--- config.mk ---
export PLATFORM = sky130hd
export DESIGN_NAME = lcf_core
export DESIGN_NICKNAME = d
export VERILOG_FILES = /design/src/shared/lcf_pkg.sv /design/src/logic/lcf_sync.sv /design/src/logic/lcf_core.sv
export SDC_FILE = /design/constraint.sdc
export NUM_CORES = 1
export LEC_CHECK = 0
export BUFFER_PORTS_ARGS = -buffer_cell sky130_fd_sc_hd__buf_2
export CORE_MARGIN = 2
export CORE_UTILIZATION = 55
export DETAILED_ROUTE_END_ITERATION = 8
export PLACE_DENSITY_LB_ADDON = 0.15
export SETUP_SLACK_MARGIN = 0.02
export SLEW_MARGIN = 25
export SYNTH_ARGS = -nofsm -noshare
export SYNTH_HDL_FRONTEND = slang
export SYNTH_SLANG_ARGS = --single-unit
--- constraint.sdc ---
create_clock -name mclk_i -period 2.9 [get_ports mclk_i]
set_clock_uncertainty 0.05 [all_clocks]
set_input_delay 0.58 -clock mclk_i [delete_from_list [all_inputs] [get_ports mclk_i]]
set_output_delay 0.58 -clock mclk_i [all_outputs]
set_load 0.05 [all_outputs]
--- src/shared/lcf_pkg.sv ---
// constants and types for the laser channel fault and configuration block
package lcf_pkg;

  // register port widths
  localparam int unsigned ADDR_W = 6;
  localparam int unsigned DATA_W = 8;

  // register offsets
  localparam logic [5:0] OFF_STAT0    = 6'h00;
  localparam logic [5:0] OFF_STAT1    = 6'h01;
  localparam logic [5:0] OFF_CH1_MODE = 6'h10;
  localparam logic [5:0] OFF_CH1_REG  = 6'h13;
  localparam logic [5:0] OFF_CH2_MODE = 6'h15;
  localparam logic [5:0] OFF_CH2_REG  = 6'h18;
  localparam logic [5:0] OFF_DISABLE  = 6'h19;
  localparam logic [5:0] OFF_MERGE    = 6'h1B;
  localparam logic [5:0] OFF_MASK     = 6'h1D;

  // field positions inside the channel mode byte
  localparam int unsigned B_XCAP = 1;
  localparam int unsigned B_OFFC = 4;
  // field positions inside the channel regulator byte
  localparam int unsigned B_SPEED = 4;
  localparam int unsigned B_SAT   = 2;
  // field positions in the combine, disable and mask bytes
  localparam int unsigned B_MERGE  = 6;
  localparam int unsigned B_DIS1   = 0;
  localparam int unsigned B_DIS2   = 1;
  localparam int unsigned B_M_OSC  = 0;
  localparam int unsigned B_M_SAT1 = 2;
  localparam int unsigned B_M_SAT2 = 3;

  // primary status bit positions
  localparam int unsigned S0_MEMRDY = 0;
  localparam int unsigned S0_MAINDN = 1;
  localparam int unsigned S0_MEMCHK = 2;
  localparam int unsigned S0_HOT    = 3;
  localparam int unsigned S0_OC2    = 4;
  localparam int unsigned S0_OC1    = 5;
  localparam int unsigned S0_OSC    = 6;
  localparam int unsigned S0_TIMO   = 7;
  // secondary status bit positions, channel 2 sits one nibble higher
  localparam int unsigned S1_STATE  = 0;
  localparam int unsigned S1_MON    = 1;
  localparam int unsigned S1_SAT    = 2;
  localparam int unsigned S1_SUPDN  = 3;
  localparam int unsigned S1_CH2    = 4;

  // reset values
  localparam logic [2:0] RST_SPEED = 3'h3;
  localparam logic [1:0] RST_SAT   = 2'h0;
  localparam logic       RST_XCAP  = 1'h0;
  localparam logic       RST_OFFC  = 1'h1;
  localparam logic       RST_MERGE = 1'h0;
  localparam logic       RST_M_OSC = 1'h0;
  localparam logic       RST_M_SAT = 1'h1;
  localparam logic       RST_DISC  = 1'h1;
  localparam logic [7:0] RST_STAT0 = 8'h03;
  localparam logic [7:0] RST_STAT1 = 8'h88;
  // secondary status bits that count as errors
  localparam logic [7:0] ERR1_MASK = 8'hCC;

  // regulator settings of one channel
  typedef struct packed {
    logic [2:0] loop_speed_field;
    logic [1:0] sat_threshold_sel;
    logic       ext_cap_select_bit;
    logic       offset_cancel_enable;
  } lcf_ch_cfg_t;

  // condition inputs from comparators, monitors and pins
  typedef struct packed {
    logic memory_check_error;
    logic overtemp;
    logic ch1_overcurrent;
    logic ch2_overcurrent;
    logic osc_monitor_fail;
    logic setup_timeout;
    logic standby_exit;
    logic ch1_saturated;
    logic ch2_saturated;
    logic laser_supply_1_down;
    logic laser_supply_2_down;
    logic laser_supply_mismatch;
    logic ch1_monitor_on;
    logic ch2_monitor_on;
    logic select_pin_open;
    logic aux_pin_open;
    logic laser_enable_pin_1;
    logic laser_enable_pin_2;
  } lcf_cond_t;

endpackage

--- src/logic/lcf_sync.sv ---
// two flip-flop synchroniser for a vector of asynchronous levels
`timescale 1ns/100ps
`default_nettype none
module lcf_sync #(
  parameter int unsigned W = 1
) (
  // clock and reset
  input  wire logic         mclk_i,
  input  wire logic         rst_n_i,
  // levels in and out
  input  wire logic [W-1:0] d_i,
  output logic      [W-1:0] q_o
);

  logic [W-1:0] meta;       // first stage, read only by the second
  logic [W-1:0] next_meta;  // next first stage
  logic [W-1:0] next_q;     // next second stage

  // next stage values
  always_comb begin
    next_meta = d_i;
    next_q    = meta;
  end

  // both stages clear on reset
  always_ff @(posedge mclk_i) begin
    if (!rst_n_i) begin
      meta <= '0;
      q_o  <= '0;
    end else begin
      meta <= next_meta;
      q_o  <= next_q;
    end
  end

endmodule
`default_nettype wire

--- src/logic/lcf_core.sv ---
// laser channel configuration registers, fault flags and enable logic
`timescale 1ns/100ps
`default_nettype none
// How it works
// - 3-bit loop speed per channel, reset 011
// - offset cancellation bit per channel, reset one
// - oscillator failure disables lasers, flags, alerts
// - oscillator mask bit 0x1D.0 hides alert
// - 2-bit saturation threshold select, reset 00
// - saturation sets secondary flag and alerts
// - saturation masks 0x1D bits 2,3 reset one
// - open select or aux pin blocks lasers
// - disable bit set keeps channel off
// - any error disables; unmasked changes alert
// - primary status layout at 0x00
// - secondary status layout at 0x01
// - status read acknowledges pending errors
// - power-on sets supply and memory flags
// - standby exit sets main supply flag
// - overcurrent, temperature, memory, timeout disable lasers
// - combine bit parallels channel 2 under 1
// - combined supply mismatch sets supply flag 1
// - combined: flag 2 on either supply down
module lcf_core
  import lcf_pkg::*;
(
  // clock and reset
  input  wire logic                          mclk_i,
  input  wire logic                          rst_n_i,
  // register access port from the serial front end
  input  wire logic [lcf_pkg::ADDR_W-1:0]    reg_addr_i,
  input  wire logic                          reg_wr_i,
  input  wire logic                          reg_rd_i,
  input  wire logic [lcf_pkg::DATA_W-1:0]    reg_wdata_i,
  output logic      [lcf_pkg::DATA_W-1:0]    reg_rdata_o,
  // conditions from comparators, monitors and pins
  input  wire lcf_pkg::lcf_cond_t            cond_i,
  // regulator settings out to the analog channels
  output lcf_pkg::lcf_ch_cfg_t               ch1_cfg_o,
  output lcf_pkg::lcf_ch_cfg_t               ch2_cfg_o,
  // laser channel control
  output logic      [1:0]                    laser_en_o,
  output logic                               ch2_parallel_o,
  // fault alert, active low
  output logic                               fault_alert_output_n_o
);

  import lcf_pkg::*;

  // synchronised condition inputs
  lcf_cond_t   cond;
  // delayed standby exit level for edge detection
  logic        standby_d;
  logic        next_standby_d;
  logic        standby_pulse;

  // configuration registers
  lcf_ch_cfg_t ch1_cfg;
  lcf_ch_cfg_t ch2_cfg;
  lcf_ch_cfg_t next_ch1_cfg;
  lcf_ch_cfg_t next_ch2_cfg;
  logic        channel_combine;
  logic        next_channel_combine;
  logic        osc_fault_mask;
  logic        next_osc_fault_mask;
  logic [1:0]  sat_flag_mask;
  logic [1:0]  next_sat_flag_mask;
  logic [1:0]  disable_bit;
  logic [1:0]  next_disable_bit;

  // status registers
  logic [7:0]  stat0;
  logic [7:0]  stat1;
  logic [7:0]  next_stat0;
  logic [7:0]  next_stat1;
  logic [7:0]  cause0;
  logic [7:0]  cause1;

  // channel state and alert
  logic [1:0]  ch_on;
  logic [1:0]  next_ch_on;
  logic        next_alert_n;
  logic [7:0]  next_rdata;

  // access decode
  logic        ack0;
  logic        ack1;
  logic        any_err;
  logic        pins_open;

  // byte image of a channel mode register
  function automatic logic [7:0] mode_byte(input lcf_ch_cfg_t c);
    logic [7:0] b;
    b         = 8'h00;
    b[B_XCAP] = c.ext_cap_select_bit;
    b[B_OFFC] = c.offset_cancel_enable;
    return b;
  endfunction

  // byte image of a channel regulator register
  function automatic logic [7:0] reg_byte(input lcf_ch_cfg_t c);
    logic [7:0] b;
    b                 = 8'h00;
    b[B_SPEED +: 3]   = c.loop_speed_field;
    b[B_SAT +: 2]     = c.sat_threshold_sel;
    return b;
  endfunction

  // sticky flag update: a present cause always wins over the clear
  function automatic logic [7:0] sticky_next(
    input logic [7:0] cur,
    input logic [7:0] cause,
    input logic       ack
  );
    return cause | (cur & ~{8{ack}});
  endfunction

  // all pin and comparator levels come from outside this clock
  lcf_sync #(
    .W ($bits(lcf_cond_t))
  ) u_sync (
    .mclk_i  (mclk_i),
    .rst_n_i (rst_n_i),
    .d_i     (cond_i),
    .q_o     (cond)
  );

  // standby exit edge from the synchronised level
  always_comb begin
    next_standby_d = cond.standby_exit;
    standby_pulse  = cond.standby_exit & ~standby_d;
  end

  // edge detector register
  always_ff @(posedge mclk_i) begin
    if (!rst_n_i) begin
      standby_d <= 1'b0;
    end else begin
      standby_d <= next_standby_d;
    end
  end

  // reading a status register acknowledges it
  always_comb begin
    ack0 = reg_rd_i && (reg_addr_i == OFF_STAT0);
    ack1 = reg_rd_i && (reg_addr_i == OFF_STAT1);
  end

  // configuration register writes
  always_comb begin
    next_ch1_cfg         = ch1_cfg;
    next_ch2_cfg         = ch2_cfg;
    next_channel_combine = channel_combine;
    next_osc_fault_mask  = osc_fault_mask;
    next_sat_flag_mask   = sat_flag_mask;
    next_disable_bit     = disable_bit;
    if (reg_wr_i) begin
      case (reg_addr_i)
        // offset cancellation and external capacitor bits
        OFF_CH1_MODE: begin
          next_ch1_cfg.ext_cap_select_bit   = reg_wdata_i[B_XCAP];
          next_ch1_cfg.offset_cancel_enable = reg_wdata_i[B_OFFC];
        end
        OFF_CH2_MODE: begin
          next_ch2_cfg.ext_cap_select_bit   = reg_wdata_i[B_XCAP];
          next_ch2_cfg.offset_cancel_enable = reg_wdata_i[B_OFFC];
        end
        OFF_CH1_REG: begin
          next_ch1_cfg.loop_speed_field  = reg_wdata_i[B_SPEED +: 3];
          next_ch1_cfg.sat_threshold_sel = reg_wdata_i[B_SAT +: 2];
        end
        OFF_CH2_REG: begin
          next_ch2_cfg.loop_speed_field  = reg_wdata_i[B_SPEED +: 3];
          next_ch2_cfg.sat_threshold_sel = reg_wdata_i[B_SAT +: 2];
        end
        OFF_DISABLE: begin
          next_disable_bit[0] = reg_wdata_i[B_DIS1];
          next_disable_bit[1] = reg_wdata_i[B_DIS2];
        end
        OFF_MERGE: begin
          next_channel_combine = reg_wdata_i[B_MERGE];
        end
        OFF_MASK: begin
          next_osc_fault_mask   = reg_wdata_i[B_M_OSC];
          next_sat_flag_mask[0] = reg_wdata_i[B_M_SAT1];
          next_sat_flag_mask[1] = reg_wdata_i[B_M_SAT2];
        end
        // status and unmapped offsets ignore writes
        default: begin
          next_disable_bit = disable_bit;
        end
      endcase
    end
  end

  // configuration registers take their reset values
  always_ff @(posedge mclk_i) begin
    if (!rst_n_i) begin
      ch1_cfg         <= '{RST_SPEED, RST_SAT, RST_XCAP, RST_OFFC};
      ch2_cfg         <= '{RST_SPEED, RST_SAT, RST_XCAP, RST_OFFC};
      channel_combine <= RST_MERGE;
      osc_fault_mask  <= RST_M_OSC;
      sat_flag_mask   <= {RST_M_SAT, RST_M_SAT};
      disable_bit     <= {RST_DISC, RST_DISC};
    end else begin
      ch1_cfg         <= next_ch1_cfg;
      ch2_cfg         <= next_ch2_cfg;
      channel_combine <= next_channel_combine;
      osc_fault_mask  <= next_osc_fault_mask;
      sat_flag_mask   <= next_sat_flag_mask;
      disable_bit     <= next_disable_bit;
    end
  end

  // causes behind each status bit
  always_comb begin
    cause0            = 8'h00;
    cause1            = 8'h00;
    // standby exit raises main supply power-down
    cause0[S0_MAINDN] = standby_pulse;
    // memory, temperature, overcurrent and timeout events
    cause0[S0_MEMCHK] = cond.memory_check_error;
    cause0[S0_HOT]    = cond.overtemp;
    cause0[S0_OC2]    = cond.ch2_overcurrent;
    cause0[S0_OC1]    = cond.ch1_overcurrent;
    cause0[S0_OSC]    = cond.osc_monitor_fail;
    cause0[S0_TIMO]   = cond.setup_timeout;
    cause1[S1_MON]            = cond.ch1_monitor_on;
    cause1[S1_MON + S1_CH2]   = cond.ch2_monitor_on;
    cause1[S1_SAT]            = cond.ch1_saturated;
    cause1[S1_SAT + S1_CH2]   = cond.ch2_saturated;
    // combined mode also flags a supply mismatch
    cause1[S1_SUPDN] = cond.laser_supply_1_down
                     | (channel_combine & cond.laser_supply_mismatch);
    cause1[S1_SUPDN + S1_CH2] = cond.laser_supply_2_down
                              | (channel_combine
                                 & cond.laser_supply_1_down);
  end

  // status next values
  always_comb begin
    // an acknowledged flag holds while its cause persists
    next_stat0 = sticky_next(stat0, cause0, ack0);
    next_stat1 = sticky_next(stat1, cause1, ack1);
    // state bits follow the channels, not sticky
    next_stat1[S1_STATE]          = ch_on[0];
    next_stat1[S1_STATE + S1_CH2] = ch_on[1];
  end

  // status registers
  always_ff @(posedge mclk_i) begin
    if (!rst_n_i) begin
      stat0 <= RST_STAT0;
      stat1 <= RST_STAT1;
    end else begin
      stat0 <= next_stat0;
      stat1 <= next_stat1;
    end
  end

  // enable decision and alert
  always_comb begin
    // open select or aux pin blocks both channels
    pins_open = cond.select_pin_open | cond.aux_pin_open;
    // any unacknowledged error flag blocks both
    any_err   = (|stat0) | (|(stat1 & ERR1_MASK)) | pins_open;
    next_ch_on[0] = ~disable_bit[0] & cond.laser_enable_pin_1 & ~any_err;
    next_ch_on[1] = ~disable_bit[1] & cond.laser_enable_pin_2 & ~any_err;
    // combined: both stages run together under channel 1
    if (channel_combine) begin
      next_ch_on[0] = next_ch_on[0] & next_ch_on[1];
      next_ch_on[1] = next_ch_on[0];
    end
    // unmasked error flags and open pins drive the alert low
    next_alert_n = ~((|(stat0 & ~(8'(osc_fault_mask) << S0_OSC)))
                   | (stat1[S1_SAT] & ~sat_flag_mask[0])
                   | (stat1[S1_SAT + S1_CH2] & ~sat_flag_mask[1])
                   | stat1[S1_SUPDN]
                   | stat1[S1_SUPDN + S1_CH2]
                   | pins_open);
  end

  // channel state and alert registers
  always_ff @(posedge mclk_i) begin
    if (!rst_n_i) begin
      ch_on                  <= 2'h0;
      fault_alert_output_n_o <= 1'b1;
    end else begin
      ch_on                  <= next_ch_on;
      fault_alert_output_n_o <= next_alert_n;
    end
  end

  // read data multiplexer
  always_comb begin
    next_rdata = reg_rdata_o;
    if (reg_rd_i) begin
      case (reg_addr_i)
        OFF_STAT0:    next_rdata = stat0;
        OFF_STAT1:    next_rdata = stat1;
        OFF_CH1_MODE: next_rdata = mode_byte(ch1_cfg);
        OFF_CH1_REG:  next_rdata = reg_byte(ch1_cfg);
        OFF_CH2_MODE: next_rdata = mode_byte(ch2_cfg);
        OFF_CH2_REG:  next_rdata = reg_byte(ch2_cfg);
        OFF_DISABLE:  next_rdata = 8'(disable_bit);
        OFF_MERGE:    next_rdata = 8'(channel_combine) << B_MERGE;
        OFF_MASK: begin
          next_rdata           = 8'h00;
          next_rdata[B_M_OSC]  = osc_fault_mask;
          next_rdata[B_M_SAT1] = sat_flag_mask[0];
          next_rdata[B_M_SAT2] = sat_flag_mask[1];
        end
        // unmapped offsets read zero
        default:      next_rdata = 8'h00;
      endcase
    end
  end

  // read data register holds until the next read
  always_ff @(posedge mclk_i) begin
    if (!rst_n_i) begin
      reg_rdata_o <= 8'h00;
    end else begin
      reg_rdata_o <= next_rdata;
    end
  end

  // outputs toward the analog channels
  always_comb begin
    ch1_cfg_o      = ch1_cfg;
    ch2_cfg_o      = ch2_cfg;
    // channel 2 stage in parallel when combined
    ch2_parallel_o = channel_combine;
    laser_en_o     = ch_on;
  end

endmodule
`default_nettype wire

After elaboration in Yosys (flattened, before gate mapping)
Cells that the tools add are included.

word-level totals
  register bits after elaboration = 84
  word-level logic and storage cells = 78
  input bits = 36
  output and inout port bits = 26

operators by class
  reductions and logical operators = 13
  muxes and demuxes = 2
  bitwise logic cells = 35
  eq/ne operators = 8

operators with widths
  kind                count
  $pmux 8 s9          1
  $eq 6x5->1 const B  7
  $and 8x8->8         3
  $not 8->8           2
  $or 8x8->8          2
  $reduce_or 8->1     2
  $reduce_and 2->1    7
  $and 1x1->1         10
  $or 1x1->1          10
  $not 7->8           1
  $not 1->1           7
  $eq 6x1->1 const B  1
  $logic_not 6->1     1
  $reduce_or 4->1     1
  $logic_and 1x1->1   2
  $mux 2              1

Depth between registers and ports, before layout
  word-level depth = 9
  mapped depth = 6
  gate-level depth less buffers = 4

Cells and area by module
Synthesis repeated with hierarchy kept, for this count alone.

unflattened totals
  cell total of the unflattened synthesis = 319
  area, all modules = 3203.1 um^2

modules (own cells, without submodules)
  module    instances  area each (um^2)  cells each  seq. area each (um^2)
  lcf_core  1          2197.1            244         960.9
  lcf_sync  1          1006.0            75          720.7

Least setup slack after synthesis
Ideal clock, no wire load.

  path kind = input port to flip-flop
  start = input reg_addr_i[4] (netlist bit)
  end = register reg_rdata_o[1] (netlist bit)
  buffers on the path = 0
  arrival time = 1.804 ns
  required time = 2.771 ns
  setup time = 0.079 ns
  setup slack = 0.967 ns
  stages on the path = 4
  path through = or4_4 > a211o_1 > a31o_2 > a22oi_1

between the ends
  longest elaborated chain between the ends = 2
  elaborated cells between the ends (all ways) = 10
  those cells by class = 8 x eq/ne; 1 x mux; 1 x reduce/logical

ends and longest elaborated chain
  element                             line             source
  start, declared                     lcf_core.sv:31   input wire logic [lcf_pkg::ADDR_W-1:0] reg_addr_i,
  $eq 6x5->1 (tied with other cells)  lcf_core.sv:298  case (reg_addr_i)
  $pmux 8 s9 *                        lcf_core.sv:298
  end signal, assigned                lcf_core.sv:324  reg_rdata_o <= next_rdata;
  end, declared                       lcf_core.sv:35   output logic [lcf_pkg::DATA_W-1:0] reg_rdata_o,

Mark *: on every way between the ends. The rest lies on a longest branch, timed or not.
A chain may end at the register's enable or synchronous reset.

Worst setup path after layout
  start = input reg_addr_i[0] (netlist bit)
  end = register ch2_cfg, in the netlist ch2_cfg_o[5]

between the ends
  longest elaborated chain between the ends = 2

ends and longest elaborated chain
  element                     line             source
  $eq 6x5->1                  lcf_core.sv:158  case (reg_addr_i)
  $reduce_and 2->1 (no line)  -
  end signal, assigned        lcf_core.sv:200  ch2_cfg <= '{RST_SPEED, RST_SAT, RST_XCAP, RST_OFFC};
  end signal, assigned        lcf_core.sv:207  ch2_cfg <= next_ch2_cfg;
  end, declared               lcf_core.sv:59   lcf_ch_cfg_t ch2_cfg;

Every way passes these cells.

==> report_table.html <==
<table>
<tr><th>Metric</th><th>Value</th></tr>
<tr><th colspan="2">Global routing</th></tr>
<tr><td>Maximum number of pins on one net before global-route repair</td><td>61</td></tr>
<tr><td>Total congestion overflow</td><td>0</td></tr>
<tr><td>Via count of the first global-routing pass</td><td>2195</td></tr>
<tr><td>Number of antenna violations at the first check in global routing</td><td>0</td></tr>
<tr><td>First-pass GRT wire length</td><td>10.3 mm</td></tr>
<tr><td>Tot GR Track Use</td><td>21.8%</td></tr>
<tr><th colspan="2">Route</th></tr>
<tr><td>Routed via count</td><td>2392</td></tr>
<tr><td>Antenna-violating nets left</td><td>0</td></tr>
<tr><td>Total Routed Length</td><td>6.33 mm</td></tr>
<tr><td>Wire length on met2</td><td>3.00 mm</td></tr>
<tr><td>Iteration count of the initial detailed-routing pass</td><td>5</td></tr>
<tr><td>Vias/cell</td><td>5.36</td></tr>
<tr><td>Total DRC errors in the routed layout</td><td>0</td></tr>
<tr><td>Top routing layer used</td><td>met4</td></tr>
<tr><td>Average wire per standard cell</td><td>14.2 um</td></tr>
<tr><td>Sum of routed wire segments on met1</td><td>2.74 mm</td></tr>
<tr><td>Number of design-rule violations left by the first detailed-router iteration</td><td>188</td></tr>
<tr><td>Met3 wire len</td><td>473 um</td></tr>
<tr><th colspan="2">CTS</th></tr>
<tr><td>Cell at the root of the clock tree</td><td>clkbuf_8</td></tr>
<tr><td>TritonCTS sink count</td><td>84</td></tr>
<tr><td>CTS Hold Bufs</td><td>0</td></tr>
<tr><td>Clock latency of the later-clocked register in the worst-skew pair</td><td>0.35 ns</td></tr>
<tr><td>TritonCTS Buffers</td><td>9</td></tr>
<tr><td>Post-CTS Setup Inserts</td><td>0</td></tr>
<tr><td>Level count of the clock H-tree</td><td>3</td></tr>
<tr><td>CTS max path bufs</td><td>2</td></tr>
<tr><td>Resized cells post-CTS</td><td>0</td></tr>
<tr><td>Clock tree from TritonCTS</td><td>built</td></tr>
<tr><td>Clk slew on worst S/H paths</td><td>0.08 ns</td></tr>
<tr><th colspan="2">Critical path</th></tr>
<tr><td>Crit path max-delay cell type</td><td>nor2_1</td></tr>
<tr><td>Startpoint Class</td><td>input port</td></tr>
<tr><td>Required time at the worst-slack endpoint</td><td>3.08 ns</td></tr>
<tr><td>Startpoint-to-endpoint class of the critical path</td><td>in -&gt; reg</td></tr>
<tr><td>Series of cell instances along the critical path</td><td>buf_2, nor2_1, nand3_1, mux2i_1, nand2_1</td></tr>
<tr><td>Crit Path Max Fanout</td><td>16</td></tr>
<tr><td>Critical Path End Type</td><td>flip-flop</td></tr>
<tr><td>Slowest Stage Delay on Critical Path</td><td>0.55 ns</td></tr>
<tr><td>Data arrival time of the critical path</td><td>2.19 ns</td></tr>
<tr><th colspan="2">Synthesis</th></tr>
<tr><td>Proportion of register bits with asynchronous set or reset after synthesis</td><td>0%</td></tr>
<tr><td>Per-instance average area after synthesis</td><td>9.87 sq um</td></tr>
<tr><td>Number of enable flip-flop cells after synthesis</td><td>0</td></tr>
<tr><td>Synthesis-stage register bit count</td><td>84</td></tr>
<tr><td>Gate count of the mapped netlist</td><td>313</td></tr>
<tr><td>Post-synth cell types</td><td>40</td></tr>
<tr><td>Warnings from Yosys</td><td>0</td></tr>
<tr><td>Cell area after synthesis</td><td>3090 sq um</td></tr>
<tr><td>Syn nets</td><td>349</td></tr>
<tr><td>Top_reg_cell synth</td><td>dfxtp_1</td></tr>
<tr><td>Share of synthesized area occupied by flip-flops and latches</td><td>54.5%</td></tr>
<tr><th colspan="2">Timing</th></tr>
<tr><td>Final sum of negative setup slack</td><td>0 ns</td></tr>
<tr><td>Pin slew with the least headroom to its limit</td><td>0.660 ns</td></tr>
<tr><td>Share of the clock period used by the worst path</td><td>69.4%</td></tr>
<tr><td>RSZ-0062 raised after global routing</td><td>false</td></tr>
<tr><td>Final Hold Viols</td><td>0</td></tr>
<tr><td>Highest clock rate</td><td>497 MHz</td></tr>
<tr><td>Number of failing setup endpoints in the final timing report</td><td>0</td></tr>
<tr><td>Number of max-slew violations in the final report</td><td>0</td></tr>
<tr><td>Slew margin rel.</td><td>55.4%</td></tr>
<tr><td>Min Clock Period, post-route</td><td>2.01 ns</td></tr>
<tr><th colspan="2">Pwr</th></tr>
<tr><td>Power density relative to cell area</td><td>588 nW/um^2</td></tr>
<tr><td>Worst vdd ir</td><td>0.000342 V</td></tr>
<tr><td>Static leakage</td><td>1.51 nW</td></tr>
<tr><th colspan="2">Placement</th></tr>
<tr><td>RD Place Congestion</td><td>0.896</td></tr>
<tr><td>Port bufs</td><td>60</td></tr>
<tr><td>DPL Wire Length</td><td>4.43 mm</td></tr>
<tr><th colspan="2">Cells and area</th></tr>
<tr><td>Total area of multi-input combinational cells</td><td>1310 sq um</td></tr>
<tr><td>Filler cells</td><td>453</td></tr>
<tr><td>Final core utilization</td><td>65.9%</td></tr>
<tr><td>Layout cells sized above 1</td><td>22.2%</td></tr>
<tr><td>Footprint of the flip-flops and latches</td><td>1680 sq um</td></tr>
<tr><td>Antenna Diode Count</td><td>0</td></tr>
<tr><td>Number of nets at the end of the flow</td><td>405</td></tr>
<tr><td>Growth of design area from synthesis to finish</td><td>16.7%</td></tr>
<tr><th colspan="2">Floorplan</th></tr>
<tr><td>Core region area</td><td>5470 sq um</td></tr>
<tr><td>Initial Utilization</td><td>56.4%</td></tr>
<tr><td>Die width</td><td>78.9 um</td></tr>
<tr><td>Floorplan die area</td><td>6230 sq um</td></tr>
<tr><td>Site row count</td><td>27</td></tr>
<tr><td>Number of I/O pins</td><td>62</td></tr>
<tr><td>Die boundary height</td><td>78.9 um</td></tr>
<tr><th colspan="2">Job</th></tr>
<tr><td>Max-Cap Viols</td><td>0</td></tr>
<tr><th colspan="2">Outcome</th></tr>
<tr><td>Outcome</td><td>finished clean</td></tr>
<tr><th colspan="2">Min path</th></tr>
<tr><td>Classification of the worst-slack hold path</td><td>reg -&gt; reg</td></tr>
</table>
[flip-flops by register name, summed over array words and instances (netlist names), 7 cells and up]
signal and cells:
ch1_cfg_o 7, u_sync.meta 18, ch2_cfg_o 7, stat0 8, u_sync.q_o 18, stat1 8, reg_rdata_o 8
[report_power, final]
group          internal, mW  total [mW]  switching, mW
Clock                 0.397       0.790          0.393
Sequential             1.19        1.20         0.0133
Combinational        0.0580       0.130         0.0723
[critical path: cells and delay by family]
kind	cells	cell delay (ns)
AND/OR/NAND/NOR	3	1.12
multiplexers	1	0.28
buffers and inverters	1	0.21
[synth_stat cells (2+ instances only)]
cell	instances	area share, %
a21boi_0	5	1.2
a22oi_1	3	0.73
buf_2	2	0.32
a211oi_1	2	0.49
buf_4	2	0.49
and2_1	40	8.1
nor3_1	2	0.32
nand2b_1	5	1.0
dfxtp_1	84	54
a32oi_1	3	0.85
a222oi_1	2	0.65
o31ai_1	2	0.49
nand3_1	26	4.2
nand2_1	29	3.5
o21ai_1	4	0.65
inv_1	5	0.61
nor4bb_1	2	0.65
nor4_1	3	0.61
o21ai_0	5	0.81
mux2_2	6	2.2
a22o_1	3	0.85
mux2i_1	14	4.5
nor2_1	5	0.61
a21oi_1	10	1.6
nor2b_1	19	3.8
nand4b_1	4	1.1
and3_1	2	0.41
clkbuf_1	12	1.5
[cells by family (layout without fill, tap and decap cells)]
group | count (synthesis) | count (layout) | share of synthesized area [%]
flops | 84 | 84 | 54.5
buf+inv | 22 | 83 | 3.00
compound gates | 46 | 46 | 10.3
simple gates | 141 | 141 | 25.5
mux | 20 | 20 | 6.73
[final cells by class]
class                           instances  area share (%)
Sequential cell                        84            46.7
Multi-Input combinational cell        207            36.4
Timing Repair Buffer                   62            8.75
Clock buffer                           12            3.75
Tap cell                               72            2.50
Clock inverter                          4            1.39
Inverter                                5           0.521
[final timing paths]
kind | from | end | slack (ns) | cells past startpoint
max | reg_addr_i[0] | ch2_cfg_o[5] | 0.89 | 5
max reg2reg | stat1[3] | laser_en_o[0] | 1.57 | 4
min reg2reg | u_sync.q_o[7] | stat1[7] | 0.37 | 1
min | u_sync.q_o[7] | stat1[7] | 0.37 | 1
[metrics by stage]
step	hold slack, ns	setup WS (ns)	power (mW)	instance area (sq um)	instances
after global placement	0.353	0.602	1.35	3420	430
after CTS	0.372	0.939	2.13	3600	446
after detailed placement	0.354	0.605	1.36	3420	430
after global routing	0.380	0.792	2.19	3600	446
after floorplan	0.345	0.967	1.30	3090	313
final	0.373	0.888	2.12	3600	446
[cell usage in the layout, fill, tap and decap left out, types with 6 or more instances in the layout]
| cell | instances |
|---|---|
| nor2b_1 | 19 |
| a21oi_1 | 10 |
| mux2_2 | 6 |
| buf_2 | 60 |
| clkbuf_8 | 9 |
| dfxtp_1 | 84 |
| mux2i_1 | 14 |
| and2_1 | 40 |
| nand2_1 | 29 |
| nand3_1 | 26 |
[metal layers]
layer	vias up	global-route usage, %
met3	9	4.32
met5	-	0
li1	1189	-
met1	1087	27.3
met4	0	11.6
met2	107	35.6
Power figures use the tool's default switching activity.
